<file path="src/common/pcsia_map.svh">
// Offsets, field positions, reset values and counts for the program-flow block.
// Assumes inclusion by bare name from the package and the design files.
`ifndef PCSIA_MAP_SVH
`define PCSIA_MAP_SVH

// ****************************************************************
// Widths
// ****************************************************************
`define PCSIA_PC_W 13
`define PCSIA_DATA_W 8
`define PCSIA_ADDR_W 9
`define PCSIA_JUMP_W 11
`define PCSIA_LATCH_W 5
`define PCSIA_STACK_DEPTH 8
`define PCSIA_STACK_PTR_W 3

// ****************************************************************
// Register offsets (low seven address bits, mirrored in every bank)
// ****************************************************************
`define PCSIA_OFS_IND_PORT 7'h00
`define PCSIA_OFS_PC_LOW 7'h02
`define PCSIA_OFS_BANK 7'h03
`define PCSIA_OFS_POINTER 7'h04
`define PCSIA_OFS_PC_LATCH 7'h0A
`define PCSIA_OFS_RESET_CAUSE 7'h0C

// ****************************************************************
// Field positions
// ****************************************************************
`define PCSIA_BANK_BIT 7
`define PCSIA_RC_OSC_BIT 3
`define PCSIA_RC_POR_BIT 1
`define PCSIA_RC_BOR_BIT 0
`define PCSIA_LATCH_TOP_HI 4
`define PCSIA_LATCH_TOP_LO 3

// ****************************************************************
// Reset values and vectors
// ****************************************************************
`define PCSIA_PC_RESET 13'h0000
`define PCSIA_IRQ_VECTOR 13'h0004
`define PCSIA_OSC_RESET 1'b1
`define PCSIA_BRANCH_CYCLES 2

`endif

</file>
<file path="src/common/pcsia_pkg.sv">
// Types shared by the program-flow block and its return stack.
// Assumes pcsia_map.svh is on the include path.
`include "pcsia_map.svh"

package pcsia_pkg;

	typedef logic [`PCSIA_PC_W-1:0] pcsia_pc_t;
	typedef logic [`PCSIA_DATA_W-1:0] pcsia_byte_t;
	typedef logic [`PCSIA_ADDR_W-1:0] pcsia_addr_t;

	// Gray coded along run -> flush -> run
	typedef enum logic [1:0] {
		PCSIA_PIPE_RUN = 2'b00,
		PCSIA_PIPE_FLUSH = 2'b01
	} pcsia_pipe_e;

endpackage

</file>
<file path="src/common/pcsia_stack_if.sv">
// Carrier between the program counter logic and the return stack.
// Assumes both ends share one clock and clock enable.
`timescale 1ns/1ps

interface pcsia_stack_if;
	import pcsia_pkg::*;

	logic push;
	logic pop;
	pcsia_pc_t push_data;
	pcsia_pc_t top_data;

	modport core (output push, output pop, output push_data, input top_data);
	modport stack (input push, input pop, input push_data, output top_data);

endinterface

</file>
<file path="src/design/pcsia_stack.sv">
// Eight-entry circular return stack with a hidden pointer.
// Assumes the core never asks for push and pop in the same cycle.
`timescale 1ns/1ps
`include "pcsia_map.svh"

module pcsia_stack #(
	parameter int DEPTH = `PCSIA_STACK_DEPTH
) (
	// Clock and reset
	input wire logic clock,
	input wire logic srst,
	input wire logic clk_en,
	// Core side
	pcsia_stack_if.stack stk
);
	import pcsia_pkg::*;

	localparam int PW = $clog2(DEPTH);

	pcsia_pc_t entry [DEPTH];
	pcsia_pc_t next_entry [DEPTH];
	logic [PW-1:0] ptr;
	logic [PW-1:0] next_ptr;

	// ****************************************************************
	// Pointer
	// ****************************************************************
	// Wrapping is silent: no overflow or underflow flag exists
	always_comb begin
		next_ptr = ptr;
		if (stk.push) begin
			next_ptr = PW'(ptr + 1'b1);
		end else if (stk.pop) begin
			next_ptr = PW'(ptr - 1'b1);
		end
	end

	always_ff @(posedge clock) begin
		if (srst) begin
			ptr <= '0;
		end else if (clk_en) begin
			ptr <= next_ptr;
		end
	end

	// ****************************************************************
	// Entries
	// ****************************************************************
	// A push past the eighth lands on the oldest entry
	for (genvar i = 0; i < DEPTH; i++) begin : g_entry
		always_comb begin
			next_entry[i] = entry[i];
			if (stk.push && ptr == PW'(i)) begin
				next_entry[i] = stk.push_data;
			end
		end

		always_ff @(posedge clock) begin
			if (clk_en) begin
				entry[i] <= next_entry[i];
			end
		end
	end

	assign stk.top_data = entry[PW'(ptr - 1'b1)];

	stack_wrap_a: assert property (@(posedge clock) disable iff (srst)
		clk_en && stk.push |=> entry[$past(ptr)] == $past(stk.push_data))
		else $error("push did not land at the wrapping pointer");

endmodule // pcsia_stack

</file>
<file path="src/design/pcsia_core.sv">
// Program counter, return stack control, indirect addressing and reset cause register.
// Assumes a decoder that raises at most one flow request per cycle and a data
// memory with a combinational read port.
//
// Implementation choice: the plain strobed port.
`timescale 1ns/1ps
`include "pcsia_map.svh"

module pcsia_core #(
	parameter logic [`PCSIA_PC_W-1:0] IRQ_VECTOR = `PCSIA_IRQ_VECTOR
) (
	// Clock and reset
	input wire logic clock,
	input wire logic srst,
	input wire logic clk_en,
	// Reset cause, sampled while srst is high
	input wire logic rst_by_power_on,
	input wire logic rst_by_brownout,
	input wire logic brownout_enable_fuse,
	// Oscillator control
	input wire logic external_resistor_mode,
	output logic osc_speed_select,
	output logic osc_use_resistor,
	// Instruction flow from the decoder
	input wire logic pc_step,
	input wire logic op_call,
	input wire logic op_jump,
	input wire logic op_return,
	input wire logic op_return_with_literal,
	input wire logic op_return_from_interrupt,
	input wire logic irq_branch,
	input wire logic [`PCSIA_JUMP_W-1:0] jump_operand,
	output pcsia_pkg::pcsia_pc_t fetch_pc,
	output logic fetch_discard,
	// Register port
	input wire logic [`PCSIA_ADDR_W-1:0] reg_addr,
	input wire logic [`PCSIA_DATA_W-1:0] reg_wdata,
	input wire logic reg_wr,
	input wire logic reg_rd,
	output pcsia_pkg::pcsia_byte_t reg_rdata,
	// Data memory
	output pcsia_pkg::pcsia_addr_t dm_addr,
	output pcsia_pkg::pcsia_byte_t dm_wdata,
	output logic dm_we,
	output logic dm_re,
	input wire logic [`PCSIA_DATA_W-1:0] dm_rdata
);
	import pcsia_pkg::*;

	pcsia_stack_if stk ();

	pcsia_stack #(
		.DEPTH(`PCSIA_STACK_DEPTH)
	) u_stack (
		.clock(clock),
		.srst(srst),
		.clk_en(clk_en),
		.stk(stk.stack)
	);

	// ****************************************************************
	// Address decode
	// ****************************************************************
	pcsia_pc_t pc;
	pcsia_pc_t next_pc;
	logic [`PCSIA_LATCH_W-1:0] pc_high_latch;
	logic [`PCSIA_LATCH_W-1:0] next_pc_high_latch;
	pcsia_byte_t pointer_register;
	pcsia_byte_t next_pointer_register;
	logic indirect_bank_high_bit;
	logic next_indirect_bank_high_bit;
	logic por_flag;
	logic next_por_flag;
	logic brownout_flag;
	logic next_brownout_flag;
	logic next_osc_speed_select;
	pcsia_byte_t next_reg_rdata;
	pcsia_pipe_e pipe;
	pcsia_pipe_e next_pipe;

	logic is_indirect;
	pcsia_addr_t eff_addr;
	pcsia_addr_t tgt_addr;
	logic [6:0] tgt_ofs;
	logic tgt_self;
	logic tgt_pc_low;
	logic tgt_bank;
	logic tgt_pointer;
	logic tgt_latch;
	logic tgt_cause;
	logic tgt_ext;
	logic wr_pc_low;
	logic any_return;
	logic branch;
	pcsia_byte_t cause_view;

	// Bank bit on top of the pointer forms the nine-bit address
	assign eff_addr = {indirect_bank_high_bit, pointer_register};
	// The indirect port has no storage; it redirects to the pointer target
	assign is_indirect = reg_addr[6:0] == `PCSIA_OFS_IND_PORT;
	assign tgt_addr = is_indirect ? eff_addr : reg_addr;
	assign tgt_ofs = tgt_addr[6:0];

	always_comb begin
		tgt_self = 1'b0;
		tgt_pc_low = 1'b0;
		tgt_bank = 1'b0;
		tgt_pointer = 1'b0;
		tgt_latch = 1'b0;
		tgt_cause = 1'b0;
		tgt_ext = 1'b0;
		case (tgt_ofs)
			`PCSIA_OFS_IND_PORT: tgt_self = 1'b1;
			`PCSIA_OFS_PC_LOW: tgt_pc_low = 1'b1;
			`PCSIA_OFS_BANK: tgt_bank = 1'b1;
			`PCSIA_OFS_POINTER: tgt_pointer = 1'b1;
			`PCSIA_OFS_PC_LATCH: tgt_latch = 1'b1;
			`PCSIA_OFS_RESET_CAUSE: tgt_cause = 1'b1;
			default: tgt_ext = 1'b1;
		endcase
	end

	// ****************************************************************
	// Data memory port
	// ****************************************************************
	// A self-selecting indirect write reaches nothing
	assign dm_addr = tgt_addr;
	assign dm_wdata = reg_wdata;
	assign dm_we = clk_en && reg_wr && tgt_ext;
	assign dm_re = clk_en && reg_rd && tgt_ext;

	// ****************************************************************
	// Reset cause and oscillator speed
	// ****************************************************************
	// Unimplemented bits stay zero
	always_comb begin
		cause_view = '0;
		cause_view[`PCSIA_RC_OSC_BIT] = osc_speed_select;
		cause_view[`PCSIA_RC_POR_BIT] = por_flag;
		cause_view[`PCSIA_RC_BOR_BIT] = brownout_flag;
	end

	always_comb begin
		next_osc_speed_select = osc_speed_select;
		next_por_flag = por_flag;
		next_brownout_flag = brownout_flag;
		if (srst) begin
			next_osc_speed_select = `PCSIA_OSC_RESET;
			// Power-on shows zero, every other reset shows one
			next_por_flag = !rst_by_power_on;
			// Power-on leaves the brown-out flag meaningless; zero is our pick
			if (rst_by_power_on || (rst_by_brownout && brownout_enable_fuse)) begin
				next_brownout_flag = 1'b0;
			end
		end else if (reg_wr && tgt_cause) begin
			next_osc_speed_select = reg_wdata[`PCSIA_RC_OSC_BIT];
			// Software re-arms both flags so a later reset can be told apart
			next_por_flag = reg_wdata[`PCSIA_RC_POR_BIT];
			next_brownout_flag = reg_wdata[`PCSIA_RC_BOR_BIT];
		end
	end

	// Cause inputs are taken even with the clock enable low, so no reset is missed
	always_ff @(posedge clock) begin
		if (srst || clk_en) begin
			osc_speed_select <= next_osc_speed_select;
			por_flag <= next_por_flag;
			brownout_flag <= next_brownout_flag;
		end
	end

	// In resistor mode the fast setting hands the rate to the external resistor
	assign osc_use_resistor = external_resistor_mode && osc_speed_select;

	// ****************************************************************
	// Software visible registers
	// ****************************************************************
	always_comb begin
		next_pc_high_latch = pc_high_latch;
		next_pointer_register = pointer_register;
		next_indirect_bank_high_bit = indirect_bank_high_bit;
		if (reg_wr && tgt_latch) begin
			next_pc_high_latch = reg_wdata[`PCSIA_LATCH_W-1:0];
		end
		if (reg_wr && tgt_pointer) begin
			next_pointer_register = reg_wdata;
		end
		if (reg_wr && tgt_bank) begin
			next_indirect_bank_high_bit = reg_wdata[`PCSIA_BANK_BIT];
		end
	end

	// Read data stand only in the cycle after the strobe
	always_comb begin
		next_reg_rdata = '0;
		if (reg_rd) begin
			if (tgt_self) begin
				next_reg_rdata = '0;
			end else if (tgt_pc_low) begin
				next_reg_rdata = pc[7:0];
			end else if (tgt_latch) begin
				next_reg_rdata = {3'h0, pc_high_latch};
			end else if (tgt_pointer) begin
				next_reg_rdata = pointer_register;
			end else if (tgt_bank) begin
				next_reg_rdata = {indirect_bank_high_bit, 7'h00};
			end else if (tgt_cause) begin
				next_reg_rdata = cause_view;
			end else begin
				next_reg_rdata = dm_rdata;
			end
		end
	end

	always_ff @(posedge clock) begin
		if (srst) begin
			pc_high_latch <= '0;
			pointer_register <= '0;
			indirect_bank_high_bit <= 1'b0;
			reg_rdata <= '0;
		end else if (clk_en) begin
			pc_high_latch <= next_pc_high_latch;
			pointer_register <= next_pointer_register;
			indirect_bank_high_bit <= next_indirect_bank_high_bit;
			reg_rdata <= next_reg_rdata;
		end
	end

	// ****************************************************************
	// Program counter and stack control
	// ****************************************************************
	assign any_return = op_return || op_return_with_literal || op_return_from_interrupt;
	assign wr_pc_low = reg_wr && tgt_pc_low;
	assign branch = irq_branch || any_return || op_call || op_jump || wr_pc_low;

	// Stack actions never touch the latch
	assign stk.push = clk_en && !srst && (irq_branch || (op_call && !any_return));
	assign stk.pop = clk_en && !srst && !irq_branch && any_return;
	assign stk.push_data = pc;

	// Low byte writes and calls or jumps take the upper bits from the latch, never from the data bus
	always_comb begin
		next_pc = pc;
		if (irq_branch) begin
			next_pc = IRQ_VECTOR;
		end else if (any_return) begin
			next_pc = stk.top_data;
		end else if (op_call || op_jump) begin
			next_pc = {pc_high_latch[`PCSIA_LATCH_TOP_HI:`PCSIA_LATCH_TOP_LO], jump_operand};
		end else if (wr_pc_low) begin
			next_pc = {pc_high_latch, reg_wdata};
		end else if (pc_step) begin
			next_pc = `PCSIA_PC_W'(pc + 1'b1);
		end
	end

	// A branch discards the instruction already fetched, costing one more cycle
	always_comb begin
		next_pipe = PCSIA_PIPE_RUN;
		case (pipe)
			PCSIA_PIPE_RUN: next_pipe = branch ? PCSIA_PIPE_FLUSH : PCSIA_PIPE_RUN;
			PCSIA_PIPE_FLUSH: next_pipe = branch ? PCSIA_PIPE_FLUSH : PCSIA_PIPE_RUN;
			default: next_pipe = PCSIA_PIPE_RUN;
		endcase
	end

	always_ff @(posedge clock) begin
		if (srst) begin
			pc <= `PCSIA_PC_RESET;
			pipe <= PCSIA_PIPE_RUN;
		end else if (clk_en) begin
			pc <= next_pc;
			pipe <= next_pipe;
		end
	end

	assign fetch_pc = pc;
	assign fetch_discard = pipe == PCSIA_PIPE_FLUSH;

	// ****************************************************************
	// Checks
	// ****************************************************************
	pc_reset_a: assert property (@(posedge clock)
		srst |=> pc == '0 && !fetch_discard)
		else $error("program counter not cleared by reset");

	pcl_write_a: assert property (@(posedge clock) disable iff (srst)
		clk_en && wr_pc_low && !irq_branch && !any_return && !op_call && !op_jump
		|=> pc == {$past(pc_high_latch), $past(reg_wdata)})
		else $error("low byte write did not load latch bits");

	jump_load_a: assert property (@(posedge clock) disable iff (srst)
		clk_en && (op_call || op_jump) && !irq_branch && !any_return
		|=> pc[12:11] == $past(pc_high_latch[4:3]) && pc[10:0] == $past(jump_operand))
		else $error("call or jump target mis-formed");

	call_return_a: assert property (@(posedge clock) disable iff (srst)
		clk_en && op_call && !irq_branch && !any_return ##1
		(clk_en && op_return && !irq_branch)[*1]
		|=> pc == $past(pc, 2))
		else $error("return did not restore the pushed address");

	latch_keep_a: assert property (@(posedge clock) disable iff (srst)
		clk_en && (stk.push || stk.pop) && !(reg_wr && tgt_latch)
		|=> $stable(pc_high_latch))
		else $error("stack action changed the high latch");

	self_read_a: assert property (@(posedge clock) disable iff (srst)
		clk_en && reg_rd && is_indirect && eff_addr[6:0] == `PCSIA_OFS_IND_PORT
		|=> reg_rdata == 8'h00)
		else $error("indirect self read not zero");

	self_write_a: assert property (@(posedge clock) disable iff (srst)
		reg_wr && is_indirect && eff_addr[6:0] == `PCSIA_OFS_IND_PORT |-> !dm_we)
		else $error("indirect self write reached memory");

	eff_addr_a: assert property (@(posedge clock) disable iff (srst)
		clk_en && is_indirect && tgt_ext && (reg_rd || reg_wr)
		|-> dm_addr == {indirect_bank_high_bit, pointer_register})
		else $error("indirect address not bank bit over pointer");

	cause_zero_a: assert property (@(posedge clock) disable iff (srst)
		clk_en && reg_rd && !is_indirect && tgt_cause |=> reg_rdata[7:4] == 4'h0 && !reg_rdata[2])
		else $error("unimplemented cause bits read non-zero");

	osc_reset_a: assert property (@(posedge clock)
		srst |=> osc_speed_select)
		else $error("speed select not one after reset");

	por_flag_a: assert property (@(posedge clock)
		srst |=> por_flag == !$past(rst_by_power_on))
		else $error("power-on flag wrong after reset");

	branch_cost_a: assert property (@(posedge clock) disable iff (srst)
		clk_en && branch |=> fetch_discard)
		else $error("branch did not cost a second cycle");

endmodule // pcsia_core

</file>
<file path="config.mk">
export PLATFORM = sky130hd
export DESIGN_NAME = pcsia_core
export DESIGN_NICKNAME = d
export VERILOG_FILES = /design/src/common/pcsia_pkg.sv /design/src/common/pcsia_stack_if.sv /design/src/design/pcsia_stack.sv /design/src/design/pcsia_core.sv
export VERILOG_INCLUDE_DIRS = /design/src /design/src/common
export SDC_FILE = /design/constraint.sdc
export NUM_CORES = 1
export LEC_CHECK = 0
export BUFFER_PORTS_ARGS = -buffer_cell sky130_fd_sc_hd__buf_2
export CAP_MARGIN = 10
export CELL_PAD_IN_SITES_DETAIL_PLACEMENT = 1
export CELL_PAD_IN_SITES_GLOBAL_PLACEMENT = 2
export CORE_MARGIN = 2
export CORE_UTILIZATION = 42
export CTS_BUF_LIST = sky130_fd_sc_hd__clkbuf_16
export DETAILED_ROUTE_END_ITERATION = 10
export GPL_TIMING_DRIVEN = 0
export HOLD_SLACK_MARGIN = 0.02
export PLACE_DENSITY_LB_ADDON = 0.12
export SYNTH_ARGS = -nofsm -noshare
export SYNTH_HDL_FRONTEND = slang
export SYNTH_SLANG_ARGS = --single-unit
export TNS_END_PERCENT = 1
</file>
<file path="constraint.sdc">
create_clock -name clock -period 8.3 [get_ports clock]
set_input_delay 0.415 -clock clock [delete_from_list [all_inputs] [get_ports clock]]
set_output_delay 0.415 -clock clock [all_outputs]
set_load 0.01 [all_outputs]
</file>
After elaboration in Yosys (flattened, before gate mapping)
Memory sizes are Yosys's and may differ from the RTL's.
Cells that the tools add are included.
Word-level totals
  flip-flop bits (word level): 43
  bits in writable memories: 104
  input bits: 52
  output and inout bits: 43
  logic and storage cells: 166
  memories kept: 1
Memories
  u_stack.entry: depth 8, width 13, read ports 1, clocked after Yosys merged registers in 0, wr ports 1, line pcsia_stack.sv:20  | pcsia_pc_t entry [DEPTH];
Operators by class
  $add $sub $neg: 3
  eq/ne operators: 22
  mux-type cells: 61
  reductions and logical operators: 69
Operators with widths (number)
  $mux 13: 20
  $reduce_or 13->1: 7
  $mux 8: 7
  $reduce_and 2->1: 14
  $mux 3: 9
  $logic_and 1x1->1: 24
  $mux 1: 24
  $eq 7x2->1 const B: 2
  $eq 7x4->1 const B: 2
  $logic_not 7->1: 2
  $add 13x1->13 const B: 1
  $eq 3x3->1 const B: 4
  $logic_or 1x1->1: 10
  $mux 9: 1
  $ne 1x1->1 const B: 8
  $eq 7x3->1 const B: 1
  $eq 3x2->1 const B: 2
  $reduce_or 6->1: 1
  $reduce_bool 5->1: 1
  $logic_not 1->1: 4
  $reduce_bool 2->1: 2
  $add 3x1->3 const B: 1
  $eq 3x1->1 const B: 1
  $logic_not 3->1: 1
  6 further kinds: 6

Depth between registers and ports, before layout
Gate-level depths: netlist (run 1).
  depth after elaboration: 17
  depth in mapped cells: 11
  depth with buffers taken out: 7

Cells and area by module
A second synthesis (run 1) with hierarchy kept.
Unflattened totals
  cells, all modules: 522
  area, all modules: 6880.3 um^2
Modules (own cells, without submodules)
  pcsia_stack: instances 1, cells an instance 193, area each 4269.1 um^2, seq. area each 3183.1 um^2
  pcsia_core: instances 1, cells an instance 329, area each 2611.3 um^2, seq. area each 810.8 um^2

Worst setup path before layout (run 1)
Ideal clock, no wire load.
  kind: flip-flop to flip-flop
  start: register u_stack.ptr[0]
  end: register pc[11] (netlist: fetch_pc[11])
  library setup time: 0.117 ns
  data arrival time: 2.971 ns
  data required time: 8.183 ns
  setup slack: 5.212 ns
  stages on the path, launching flop included: 11
  path buffers: 4
  clock period less this slack: 3.088 ns
  cells stage by stage: dfxtp_1 buf_2 buf_1 inv_1 ha_1 clkbuf_1 clkbuf_1 mux4_2 nand2_1 nand3_1 a32o_1
Between the ends
  cells in the longest elaborated chain, start to end: 4
Ends and longest elaborated chain
  from (decl): line pcsia_stack.sv:22  | logic [PW-1:0] ptr;
  from (signal assigned): line pcsia_stack.sv:42  | ptr <= next_ptr;
  $sub 3x1->3: line pcsia_stack.sv:65  | assign stk.top_data = entry[PW'(ptr - 1'b1)];
  $mem_v2 8x13
  $mux 13: line pcsia_core.sv:246  | end else if (any_return) begin
  $mux 13: line pcsia_core.sv:244  | if (irq_branch) begin
  to (signal assigned): line pcsia_core.sv:269  | pc <= `PCSIA_PC_RESET;
  to (signal assigned): line pcsia_core.sv:272  | pc <= next_pc;
  to (decl): line pcsia_core.sv:64  | pcsia_pc_t pc;
No other way between the ends.
A chain may end at the register's enable or synchronous reset.

Worst setup path after layout (run 1)
  start: register u_stack.ptr[0]
  end: register pc[12] (netlist: fetch_pc[12])
Same word-level chain as after synthesis.

==> metrics, run 1 <==
number of port buffers=92; Worst Setup Start Kind=flop; first-pass GRT wire length=29550 um; reg2reg start=u_stack.ptr[0]$_SDFFE_PP0P_; Hold Vio Cnt, Final=0; cts hold-fix bufs=0; vias in the first global route=5154; Starting Density=42.77%; initial antenna violation count=0; Final Non-Filler Cells=862; Seq/Total Area, Yosys=58.99%; Syn Nets=582; DR WL/cell=22.66 um; Worst Reg2Reg Path Length in Cells=10; post-DP HPWL=14530 um; status=complete, no violations; CTS Root Cell=clkbuf_16; share of cells above drive strength 1=27.24%; IO Pins=95; Clk Latency, worst-skew pair=430 ps; setup TNS=0 ps; Period Utilization, post-route=51.46%; clock transition at the registers of the reported paths=60 ps; ys async rst share=0%; Worst EP arrival=4580 ps; Setup CP Type=flop to flop; Rows=46; Mapped Avg Cell Area=12.97 um^2; Worst slew margin=26.22%; post-CTS resize count=0; max frequency=234.1 MHz; Worst setup EP type=flop; setup bufs post-CTS=0; vias per inst=5.738; Power, Total=1.894 mW; worst r2r dst=fetch_pc[12]$_SDFFE_PP0P_; ANT cells=0; CTS max path bufs=2; Worst Tran Pin Value=1098 ps; VDD IR-drop max=0.1437 mV; vias=4946; Max-cap violations=0; Placeable Area=0.01583 mm^2; Routed WL=19530 um; CTS tree=yes; DRT antenna net count=0; Cells after Synth=522; area grow syn2layout=20.26%; fin. max-slew vios=0; DIE AREA=0.01715 mm^2; pwr dens=232.6 mW/mm^2; Nets=693; Final Util=51.44%; top-count cell post-synth=edfxtp_1; DRC errors left=0; reg-to-reg setup timing slack=4030 ps; LEAKAGE=3.084 nW; area leader, netlist=edfxtp_1; hold worst-path end=pc_high_latch[1]$_SDFFE_PP0P_; H-tree Lvls=4; post-placement cell count=830; commonest cells in the netlist=edfxtp_1, nand2_1, dfxtp_1, nor2_1, mux4_2; gr ovfl total=0; RD Place Congestion=0.8227; worst-path fanout max=10; Die Wd=131.0 um; worst hold stages=3; clock skew=12.83 ps; setup violators final=0; Synth area leaders=edfxtp_1, dfxtp_1, mux4_2, mux2i_1, nand2_1; fin crit period=4272 ps; Hold Crit Start=reg_wdata[1]; Seq cells post-synth=146; Pre-Repair DR Iteration Count=5; Tot GR Track Use=23.78%; Cell Area, Synth=0.006770 mm^2; Num CTS Buffers=17; Worst EP required=8610 ps; number of synthesized flops with an enable pin=107; Main synth FF type=edfxtp_1; largest net degree at the start of global routing=17; Distinct cells, synth=65; Chip Height=131.0 um; Starting DRT DRC Count=290; unrepaired setup endpoints after global routing=no; yosys synthesis warning count=0; area share of the largest cell type after synthesis=47.46%; Layout fillers=1637; CTS Sinks=146; worst hold path class=primary input to flop
cell families (layout without fill, tap and decap cells):
family / count (synthesis) / in the layout / share of synthesized area [%]
and+or+nand+nor: 150 / 150 / 10.76
DFF: 146 / 146 / 58.99
adders and majority gates: 8 / 8 / 1.479
AOI/OAI and AO/OA: 113 / 113 / 11.88
xor gates and xnor gates: 13 / 13 / 1.682
muxes: 48 / 48 / 11.98
buffers and inverters: 44 / 168 / 3.234
cell usage in the layout, fill, tap and decap left out, types with 6 or more instances in the layout:
| cell | count |
|---|---|
| mux2i_1 | 18 |
| clkbuf_1 | 18 |
| a21oi_1 | 19 |
| xnor2_1 | 10 |
| buf_2 | 96 |
| buf_4 | 8 |
| and3_1 | 9 |
| ha_1 | 8 |
| nand2_1 | 46 |
| a22oi_1 | 8 |
| nor2_1 | 38 |
| clkbuf_16 | 17 |
| dfxtp_1 | 39 |
| o21ai_0 | 16 |
| o31ai_1 | 7 |
| a31oi_1 | 11 |
| nor3_1 | 10 |
| a32o_1 | 7 |
| nor2b_1 | 6 |
| inv_1 | 9 |
| mux4_2 | 26 |
| nand3_1 | 11 |
| edfxtp_1 | 107 |
how the worst max path moves through the flow:
stage	cells past startpoint	endpoint	startpoint
floorplan	10	fetch_pc[11]$_SDFFE_PP0P_	u_stack.ptr[0]$_SDFFE_PP0P_
global placement	10	fetch_pc[11]$_SDFFE_PP0P_	u_stack.ptr[0]$_SDFFE_PP0P_
detailed placement	10	fetch_pc[12]$_SDFFE_PP0P_	u_stack.ptr[0]$_SDFFE_PP0P_
CTS	10	fetch_pc[12]$_SDFFE_PP0P_	u_stack.ptr[0]$_SDFFE_PP0P_
global route	10	fetch_pc[11]$_SDFFE_PP0P_	u_stack.ptr[0]$_SDFFE_PP0P_
finish	10	fetch_pc[12]$_SDFFE_PP0P_	u_stack.ptr[0]$_SDFFE_PP0P_
per-layer routing:
metal	wire length [um]	track usage, %
met5	0	0
met2	9588	39.41
met3	944	4.601
met1	8707	31.80
met4	291	7.259
worst max-delay path, stage by stage, from the launching register on:
cell and delay, ps:
dfxtp_1 360, buf_2 350, buf_1 790, inv_1 210, ha_1 340, clkbuf_1 430
clkbuf_1 650, mux4_2 430, nand2_1 120, nand3_1 130, a32o_1 320
metrics by stage:
step                setup slack, ps  hold slack (ps)  instance area [um^2]
global placement               4047            469.8                  7501
finish                         4028            275.9                  8142
global route                   3726            280.0                  8142
floorplan                      5212            463.6                  6770
detailed placement             3966            477.1                  7501
CTS                            3920            267.1                  8142
state kept, by name, indices dropped and copies added (netlist names):
name / cells
indirect_bank_high_bit: 1
brownout_flag: 1
por_flag: 1
pc_high_latch: 5
osc_speed_select: 1
pipe: 1
pointer_register: 8
u_stack.ptr: 3
reg_rdata: 8
u_stack.entry: 104
fetch_pc: 13
where the power goes:
part	leakage (nW)	total [mW]	internal [mW]	switching, mW
Sequential	1.31	0.833	0.806	0.0275
Combinational	1.46	0.227	0.0920	0.135
Clock	0.320	0.833	0.531	0.302
Total	3.08	1.89	1.43	0.465
final cells by class:
class	instances	area [um^2]	share of cell area, %
sequential	146	3994	49.05
multi-input combinational	332	2557	31.41
timing repair buffer	92	460.4	5.655
clock buffer	17	425.4	5.225
tap	216	270.3	3.319
clock inverter	15	215.2	2.643
buffer	37	192.7	2.367
inverter	7	26.28	0.3227
(Power assumes the default switching activity.)
==> run 2, diff against run 1 <==
--- a/config.mk
+++ b/config.mk
@@ -6,12 +6,13 @@
 export SDC_FILE = /design/constraint.sdc
 export NUM_CORES = 1
 export LEC_CHECK = 0
+export ABC_AREA = 1
 export BUFFER_PORTS_ARGS = -buffer_cell sky130_fd_sc_hd__buf_2
 export CAP_MARGIN = 10
 export CELL_PAD_IN_SITES_DETAIL_PLACEMENT = 1
 export CELL_PAD_IN_SITES_GLOBAL_PLACEMENT = 2
 export CORE_MARGIN = 2
-export CORE_UTILIZATION = 42
+export CORE_UTILIZATION = 32
 export CTS_BUF_LIST = sky130_fd_sc_hd__clkbuf_16
 export DETAILED_ROUTE_END_ITERATION = 10
 export GPL_TIMING_DRIVEN = 0
==> constraint.sdc (replaced) <==
create_clock -name clock -period 3.8 [get_ports clock]
set_input_delay 0.19 -clock clock [delete_from_list [all_inputs] [get_ports clock]]
set_output_delay 0.19 -clock clock [all_outputs]
set_load 0.01 [all_outputs]
==> metrics, run 2 <==
status=complete, no violations; Routed WL=24380 um (+25%); area grow syn2layout=20.76%; Critical Path End=fetch_pc[2]$_SDFFE_PP0P_; worst-path fanout max=21 (+11); share of cells above drive strength 1=24.04% (-3.2 points); commonest cells in the netlist=nand2_1, edfxtp_1, nor2_1, o21ai_0, inv_1; Hold Vio Cnt, Final=0 (unchanged); setup bufs post-CTS=0 (unchanged); cell area after placement=0.008192 mm^2 (+9.2%); yosys synthesis warning count=0 (unchanged); Worst setup EP type=flop; DRT antenna net count=0 (unchanged); Top reg by flops=u_stack.entry; fin. max-slew vios=0 (unchanged); Tot GR Track Use=21.28% (-2.5 points); vias per inst=5.019 (-13%); worst r2r dst=fetch_pc[2]$_SDFFE_PP0P_; ANT cells=0 (unchanged); Worst EP required=4110 ps (-4500 ps); Worst Setup Slack, final=384.5 ps (-3644 ps); number of port buffers=94 (+2.2%); Final Non-Filler Cells=1200 (+39%); Synth area leaders=edfxtp_1, dfxtp_1, nand2_1, o21ai_0, nor2_1; Placeable Area=0.02243 mm^2 (+42%); vias in the first global route=6635 (+29%); Max-cap violations=0 (unchanged); post-DP HPWL=18590 um (+28%); Worst EP arrival=3730 ps (-850 ps); Starting DRT DRC Count=314 (+8.3%); Setup CP Type=flop to flop; number of synthesized flops with an enable pin=107 (unchanged); Hold WS=81.00 ps (-194.9 ps); DRC errors left=0 (unchanged); RD Place Congestion=0.8254 (+0.33%); Mapped Avg Cell Area=9.264 um^2 (-29%); clock transition at the registers of the reported paths=60 ps (about the same); Syn Nets=842 (+45%); clock skew=9.862 ps (-2.967 ps); Layout fillers=2646 (+62%); CTS Root Cell=clkbuf_16; setup TNS=0 ps (unchanged); initial antenna violation count=0 (unchanged); VDD IR-drop max=0.2816 mV (+96%); vias=6023 (+22%); Main synth FF type=edfxtp_1; top-count cell post-synth=nand2_1; Cells after Synth=782 (+50%); Worst setup startpoint=u_stack.ptr[0]$_SDFFE_PP0P_; most frequent cells in the layout=nand2_1, edfxtp_1, buf_2, nor2_1, o21ai_0; fin crit period=3416 ps (-856.0 ps); reg2reg start=u_stack.ptr[0]$_SDFFE_PP0P_; Pre-Repair DR Iteration Count=5 (unchanged); CTS tree=yes; LEAKAGE=3.606 nW (+17%); DR WL/cell=20.31 um (-10%); IO Pins=95 (unchanged); Num CTS Buffers=17 (unchanged); Cell Area, Synth=0.007244 mm^2 (+7.0%); Worst Reg2Reg Path Length in Cells=12 (+2); Rows=55 (+20%); Final Cell Area=0.008748 mm^2 (+7.5%); Final Util=39.00% (-12 points); unrepaired setup endpoints after global routing=no; worst hold path class=primary input to flop; pwr dens=462.6 mW/mm^2 (+99%); max reg flops=104 (unchanged); Power, Total=4.047 mW (+110%); CTS Sinks=146 (unchanged); post-placement cell count=1169 (+41%); Clk Latency, worst-skew pair=420 ps (about the same); Worst slew margin=46.01% (+20 points); Worst Tran Pin Value=806.9 ps (-291.4 ps); Die Wd=154.5 um (+18%); Worst Setup Start Kind=flop; Starting Density=32.29% (-10 points); first-pass GRT wire length=38180 um (+29%); area share of the largest cell type after synthesis=44.35% (-3.1 points); DIE AREA=0.02386 mm^2 (+39%); commonest non-fill, non-tap cell in the layout=nand2_1; H-tree Lvls=4 (unchanged); setup violators final=0 (unchanged); pre-CTS setup slack=104.2 ps (-3861 ps); Seq/Total Area, Yosys=55.13% (-3.9 points); largest net degree at the start of global routing=17 (unchanged); Distinct cells, synth=41 (-37%); Seq cells post-synth=146 (unchanged); Period Utilization, post-route=89.88% (+38 points); area leader, netlist=edfxtp_1; CTS max path bufs=2 (unchanged); max frequency=292.8 MHz (+25%); reg-to-reg setup timing slack=380 ps (-3640 ps); ys async rst share=0% (unchanged); gr ovfl total=0 (unchanged); Chip Height=154.5 um (+18%); Nets=962 (+39%)
==> run 2: changes by cell type after synthesis, sizes merged, moves of 8 or more <==
cell | before | now
inv | 7 | 66
nor2 | 38 | 81
xnor2 | 10 | 2
mux4 | 26 | 0
nand2 | 46 | 195
and3 | 9 | 0
mux2i | 18 | 0
nand3 | 11 | 39
a31oi | 11 | 0
a21oi | 19 | 62
o21ai | 20 | 71
o221ai | 0 | 21
==> run 2: final cells by class <==
| class | count | area (um^2) | share of cell area, % |
|---|---|---|---|
| buffer | 38 | 202.7 | 2.317 |
| clock buffer | 17 | 425.4 | 4.863 |
| clock inverter | 15 | 131.4 | 1.502 |
| inverter | 69 | 262.8 | 3.003 |
| multi-input combinational | 528 | 2815 | 32.18 |
| sequential | 146 | 3994 | 45.65 |
| tap | 285 | 356.6 | 4.076 |
| timing repair buffer | 102 | 560.5 | 6.407 |
==> run 2: worst min path at each step <==
| stage | startpoint | end | slack (ps) | depth (start not counted) |
|---|---|---|---|---|
| global route | srst | fetch_pc[12]$_SDFFE_PP0P_ | 100 | 2 |
| floorplan | srst | fetch_pc[12]$_SDFFE_PP0P_ | 260 | 1 |
| CTS | srst | fetch_pc[12]$_SDFFE_PP0P_ | 60 | 2 |
| finish | srst | fetch_pc[12]$_SDFFE_PP0P_ | 80 | 2 |
| global placement | reg_rdata[7]$_SDFFE_PP0P_ | reg_rdata[7]$_SDFFE_PP0P_ | 440 | 2 |
| detailed placement | reg_rdata[2]$_SDFFE_PP0P_ | reg_rdata[2]$_SDFFE_PP0P_ | 440 | 2 |
==> run 2: logic make-up (layout without fill, tap and decap cells) <==
family | Yosys count | count (layout) | synth area share [%]
simple gates | 345 | 345 | 22.06
compound gates | 165 | 165 | 13.70
flops | 146 | 146 | 55.13
buf+inv | 108 | 241 | 6.425
xor+xnor | 10 | 10 | 1.313
fa+ha+maj | 8 | 8 | 1.382
==> run 2: critical path: stages, from the launching register on <==
cell and delay [ps]:
dfxtp_1 360, clkbuf_1 290, inv_2 260, ha_1 360
clkbuf_1 410, clkinvlp_4 400, clkbuf_1 350, o21ai_0 210
o22ai_1 110, o211ai_1 250, nand2_1 90, nor2_1 140
a21oi_2 70
==> run 2: what timing repair did <==
action,CTS,global route
hold buffers,0,0
setup endpoints to repair,0,12
resized for setup,0,1
==> run 2: power by group <==
group / switching (mW) / internal (mW) / total [mW] / leakage [nW]
combinational: 0.413 / 0.199 / 0.612 / 2.03
clock: 0.703 / 0.906 / 1.61 / 0.270
sequential: 0.0664 / 1.76 / 1.83 / 1.30
total: 1.18 / 2.86 / 4.05 / 3.61
==> run 2: metal layers <==
layer | wire length [um] | share of wire, % | track usage [%] | vias to the layer above
li1 | - | - | - | 2906
met3 | 773 | 3.2 | 3.390 | 32
met5 | 0 | 0 | 0 | -
met1 | 10920 | 45 | 26.68 | 2959
met2 | 12150 | 50 | 37.10 | 126
met4 | 532 | 2.2 | 7.804 | 0
==> run 3, diff against run 2 <==
--- a/config.mk
+++ b/config.mk
@@ -7,12 +7,11 @@
 export NUM_CORES = 1
 export LEC_CHECK = 0
 export ABC_AREA = 1
-export BUFFER_PORTS_ARGS = -buffer_cell sky130_fd_sc_hd__buf_2
+export BUFFER_PORTS_ARGS = -buffer_cell sky130_fd_sc_hd__buf_4
 export CAP_MARGIN = 10
 export CELL_PAD_IN_SITES_DETAIL_PLACEMENT = 1
 export CELL_PAD_IN_SITES_GLOBAL_PLACEMENT = 2
-export CORE_MARGIN = 2
-export CORE_UTILIZATION = 32
+export CORE_UTILIZATION = 36
 export CTS_BUF_LIST = sky130_fd_sc_hd__clkbuf_16
 export DETAILED_ROUTE_END_ITERATION = 10
 export GPL_TIMING_DRIVEN = 0
==> constraint.sdc (replaced) <==
create_clock -name clock -period 3.2 [get_ports clock]
set_input_delay 0.16 -clock clock [delete_from_list [all_inputs] [get_ports clock]]
set_output_delay 0.16 -clock clock [all_outputs]
set_load 0.01 [all_outputs]
==> metrics, run 3 (synthesized netlist as in run 2, its figures left out) <==
cell area after placement=0.008406 mm^2 (+2.6%); H-tree Lvls=4 (unchanged); post-placement cell count=1149 (-1.7%); vias per inst=5.136 (+2.3%); unrepaired setup endpoints after global routing=no; Max-cap violations=0 (unchanged); max frequency=347.7 MHz (+19%); vias in the first global route=6510 (-1.9%); most frequent cells in the layout=nand2_1, edfxtp_1, buf_4, nor2_1, o21ai_0; area grow syn2layout=24.35%; fin crit period=2876 ps (-539.7 ps); CTS Sinks=146 (unchanged); Final Cell Area=0.009009 mm^2 (+3.0%); worst r2r dst=fetch_pc[4]$_SDFFE_PP0P_; Sw Ratio=27.94% (-1.3 points); Nets=963 (+0.10%); pwr dens=540.8 mW/mm^2 (+17%); worst-path fanout max=21 (unchanged); Worst slew margin=46.04% (about the same); met3 Usage GRT=3.832% (+0.44 points); Hold Crit Start=reg_wdata[2]; crit path cell chain=clkbuf_2 > inv_2 > ha_2 > clkinv_2 > clkbuf_2 > o21ai_0 > o221ai_1 > nand2_1 > a21oi_1 > nand2_1 > a21oi_2; pre-CTS setup slack=-646.0 ps (-750.2 ps); status=complete, no violations; Clock Power Share=39.7% (about the same); Tot GR Track Use=24.13% (+2.9 points); worst stage delay on the critical path=460 ps (+50 ps); worst hold path class=primary input to flop; Period Utilization, post-route=89.87% (about the same); commonest non-fill, non-tap cell in the layout=nand2_1; Clk Latency, worst-skew pair=420 ps (about the same); reg2reg start=u_stack.ptr[0]$_SDFFE_PP0P_; Worst Setup Start Kind=flop; gr ovfl total=0 (unchanged); slowest CP cell=ha_2; share of cells above drive strength 1=24.92% (+0.87 points); Worst Reg2Reg Path Length in Cells=11 (-1); worst hold stages=3 (+1); DIE AREA=0.02069 mm^2 (-13%); Chip Height=143.9 um (-6.9%); max reg flops=104 (unchanged); DRC errors left=0 (unchanged); Worst EP required=3550 ps (-560 ps); gr busiest metal=met2; VDD IR-drop max=0.3712 mV (+32%); hold worst-path end=pointer_register[2]$_SDFFE_PP0P_; DR WL/cell=20.22 um (-0.47%); Die Wd=143.9 um (-6.9%); CTS tree=yes; P_sw=1.361 mW (+15%); Internal=3.510 mW (+23%); GR Util met2=43.48% (+6.4 points); Placeable Area=0.01959 mm^2 (-13%); setup TNS=0 ps (unchanged); Routed WL=23860 um (-2.1%); ANT cells=0 (unchanged); Starting DRT DRC Count=290 (-7.6%); met1 Use GR=28.70% (+2.0 points); clock skew=11.94 ps (+2.081 ps); post-DP HPWL=18000 um (-3.2%); initial antenna violation count=0 (unchanged); Worst EP arrival=3230 ps (-500 ps); Comb pwr share=15.8% (+0.7 points); CTS max path bufs=2 (unchanged); LEAKAGE=3.704 nW (+2.7%); Final Util=45.99% (+7.0 points); Worst setup EP type=flop; Worst Tran Pin Value=806.4 ps (-0.4450 ps); vias=6060 (+0.61%); reg-to-reg setup timing slack=320 ps (-60 ps); CTS Root Cell=clkbuf_16; number of port buffers=94 (unchanged); RD Place Congestion=0.8606 (+4.3%); Top reg by flops=u_stack.entry; Rows=51 (-7.3%); IO Pins=95 (unchanged); first-pass GRT wire length=36020 um (-5.7%); DRT antenna net count=0 (unchanged); Num CTS Buffers=17 (unchanged); Final Non-Filler Cells=1180 (-1.7%); setup violators final=0 (unchanged); Worst Setup Slack, final=324.1 ps (-60.34 ps); Hold Vio Cnt, Final=0 (unchanged); sequential share of power=44.5% (-0.6 points); setup bufs post-CTS=0 (unchanged); Starting Density=36.98% (+4.7 points); largest net degree at the start of global routing=17 (unchanged); clock transition at the registers of the reported paths=60 ps (about the same); Pre-Repair DR Iteration Count=6 (+1); fin. max-slew vios=0 (unchanged); Setup CP Type=flop to flop
## run 3: stage by stage
stage | hold slack [ps] | power (mW)
4_1_cts | 29.53 | 4.896
2_1_floorplan | 229.1 | 2.601
6_report | 32.27 | 4.871
3_3_place_gp | 412.0 | 2.931
3_5_place_dp | 425.6 | 2.964
5_1_grt | 32.94 | 5.042
## run 3: timing repair
action / 4_1_cts / 5_1_grt
resized for setup: 10 / 2
hold endpoints to repair: 2 / 0
hold buffers: 2 / 0
setup endpoints to repair: 14 / 11
## run 3: power by group through the flow
stage / clock, mW / sequential, mW / combinational [mW]
after floorplan: 0 / 2.18 / 0.419
after global placement: 0 / 2.20 / 0.727
after detailed placement: 0 / 2.21 / 0.756
after CTS: 1.95 / 2.17 / 0.778
after global routing: 2.02 / 2.17 / 0.845
final: 1.93 / 2.17 / 0.770
## run 3: layout make-up
cell class | instances | area (um^2)
Timing Repair Buffer | 104 | 819.5
Buffer | 37 | 206.4
Inverter | 69 | 261.5
Fill cell | 2283 | 10580
Multi-Input combinational cell | 528 | 2829
Clock inverter | 14 | 141.4
Tap cell | 265 | 331.6
Sequential cell | 146 | 3994
Clock buffer | 17 | 425.4
## run 3: worst max path at each step
| stage | end | startpoint | slack [ps] |
|---|---|---|---|
| 2_1_floorplan | u_stack.entry[0][0]$_DFFE_PP_ | u_stack.ptr[0]$_SDFFE_PP0P_ | 660 |
| 3_3_place_gp | u_stack.entry[2][11]$_DFFE_PP_ | op_return_with_literal | -710 |
| 3_5_place_dp | fetch_pc[1]$_SDFFE_PP0P_ | u_stack.ptr[0]$_SDFFE_PP0P_ | -650 |
| 4_1_cts | fetch_pc[1]$_SDFFE_PP0P_ | u_stack.ptr[0]$_SDFFE_PP0P_ | 30 |
| 5_1_grt | fetch_pc[1]$_SDFFE_PP0P_ | u_stack.ptr[0]$_SDFFE_PP0P_ | 100 |
| 6_report | fetch_pc[4]$_SDFFE_PP0P_ | u_stack.ptr[0]$_SDFFE_PP0P_ | 320 |
## run 3: metal layers
| metal | part of all wire, % | wire length, um |
|---|---|---|
| met1 | 44 | 10380 |
| met2 | 51 | 12200 |
| met3 | 3.1 | 729 |
| met4 | 2.3 | 548 |
| met5 | 0 | 0 |
## run 3: critical path, delay by kind of cell (launching register included)
family / cells / cell delay [ps]
fa+ha+maj: 1 / 460
buf+inv: 4 / 1010
flops: 1 / 330
simple gates: 2 / 210
compound gates: 4 / 780
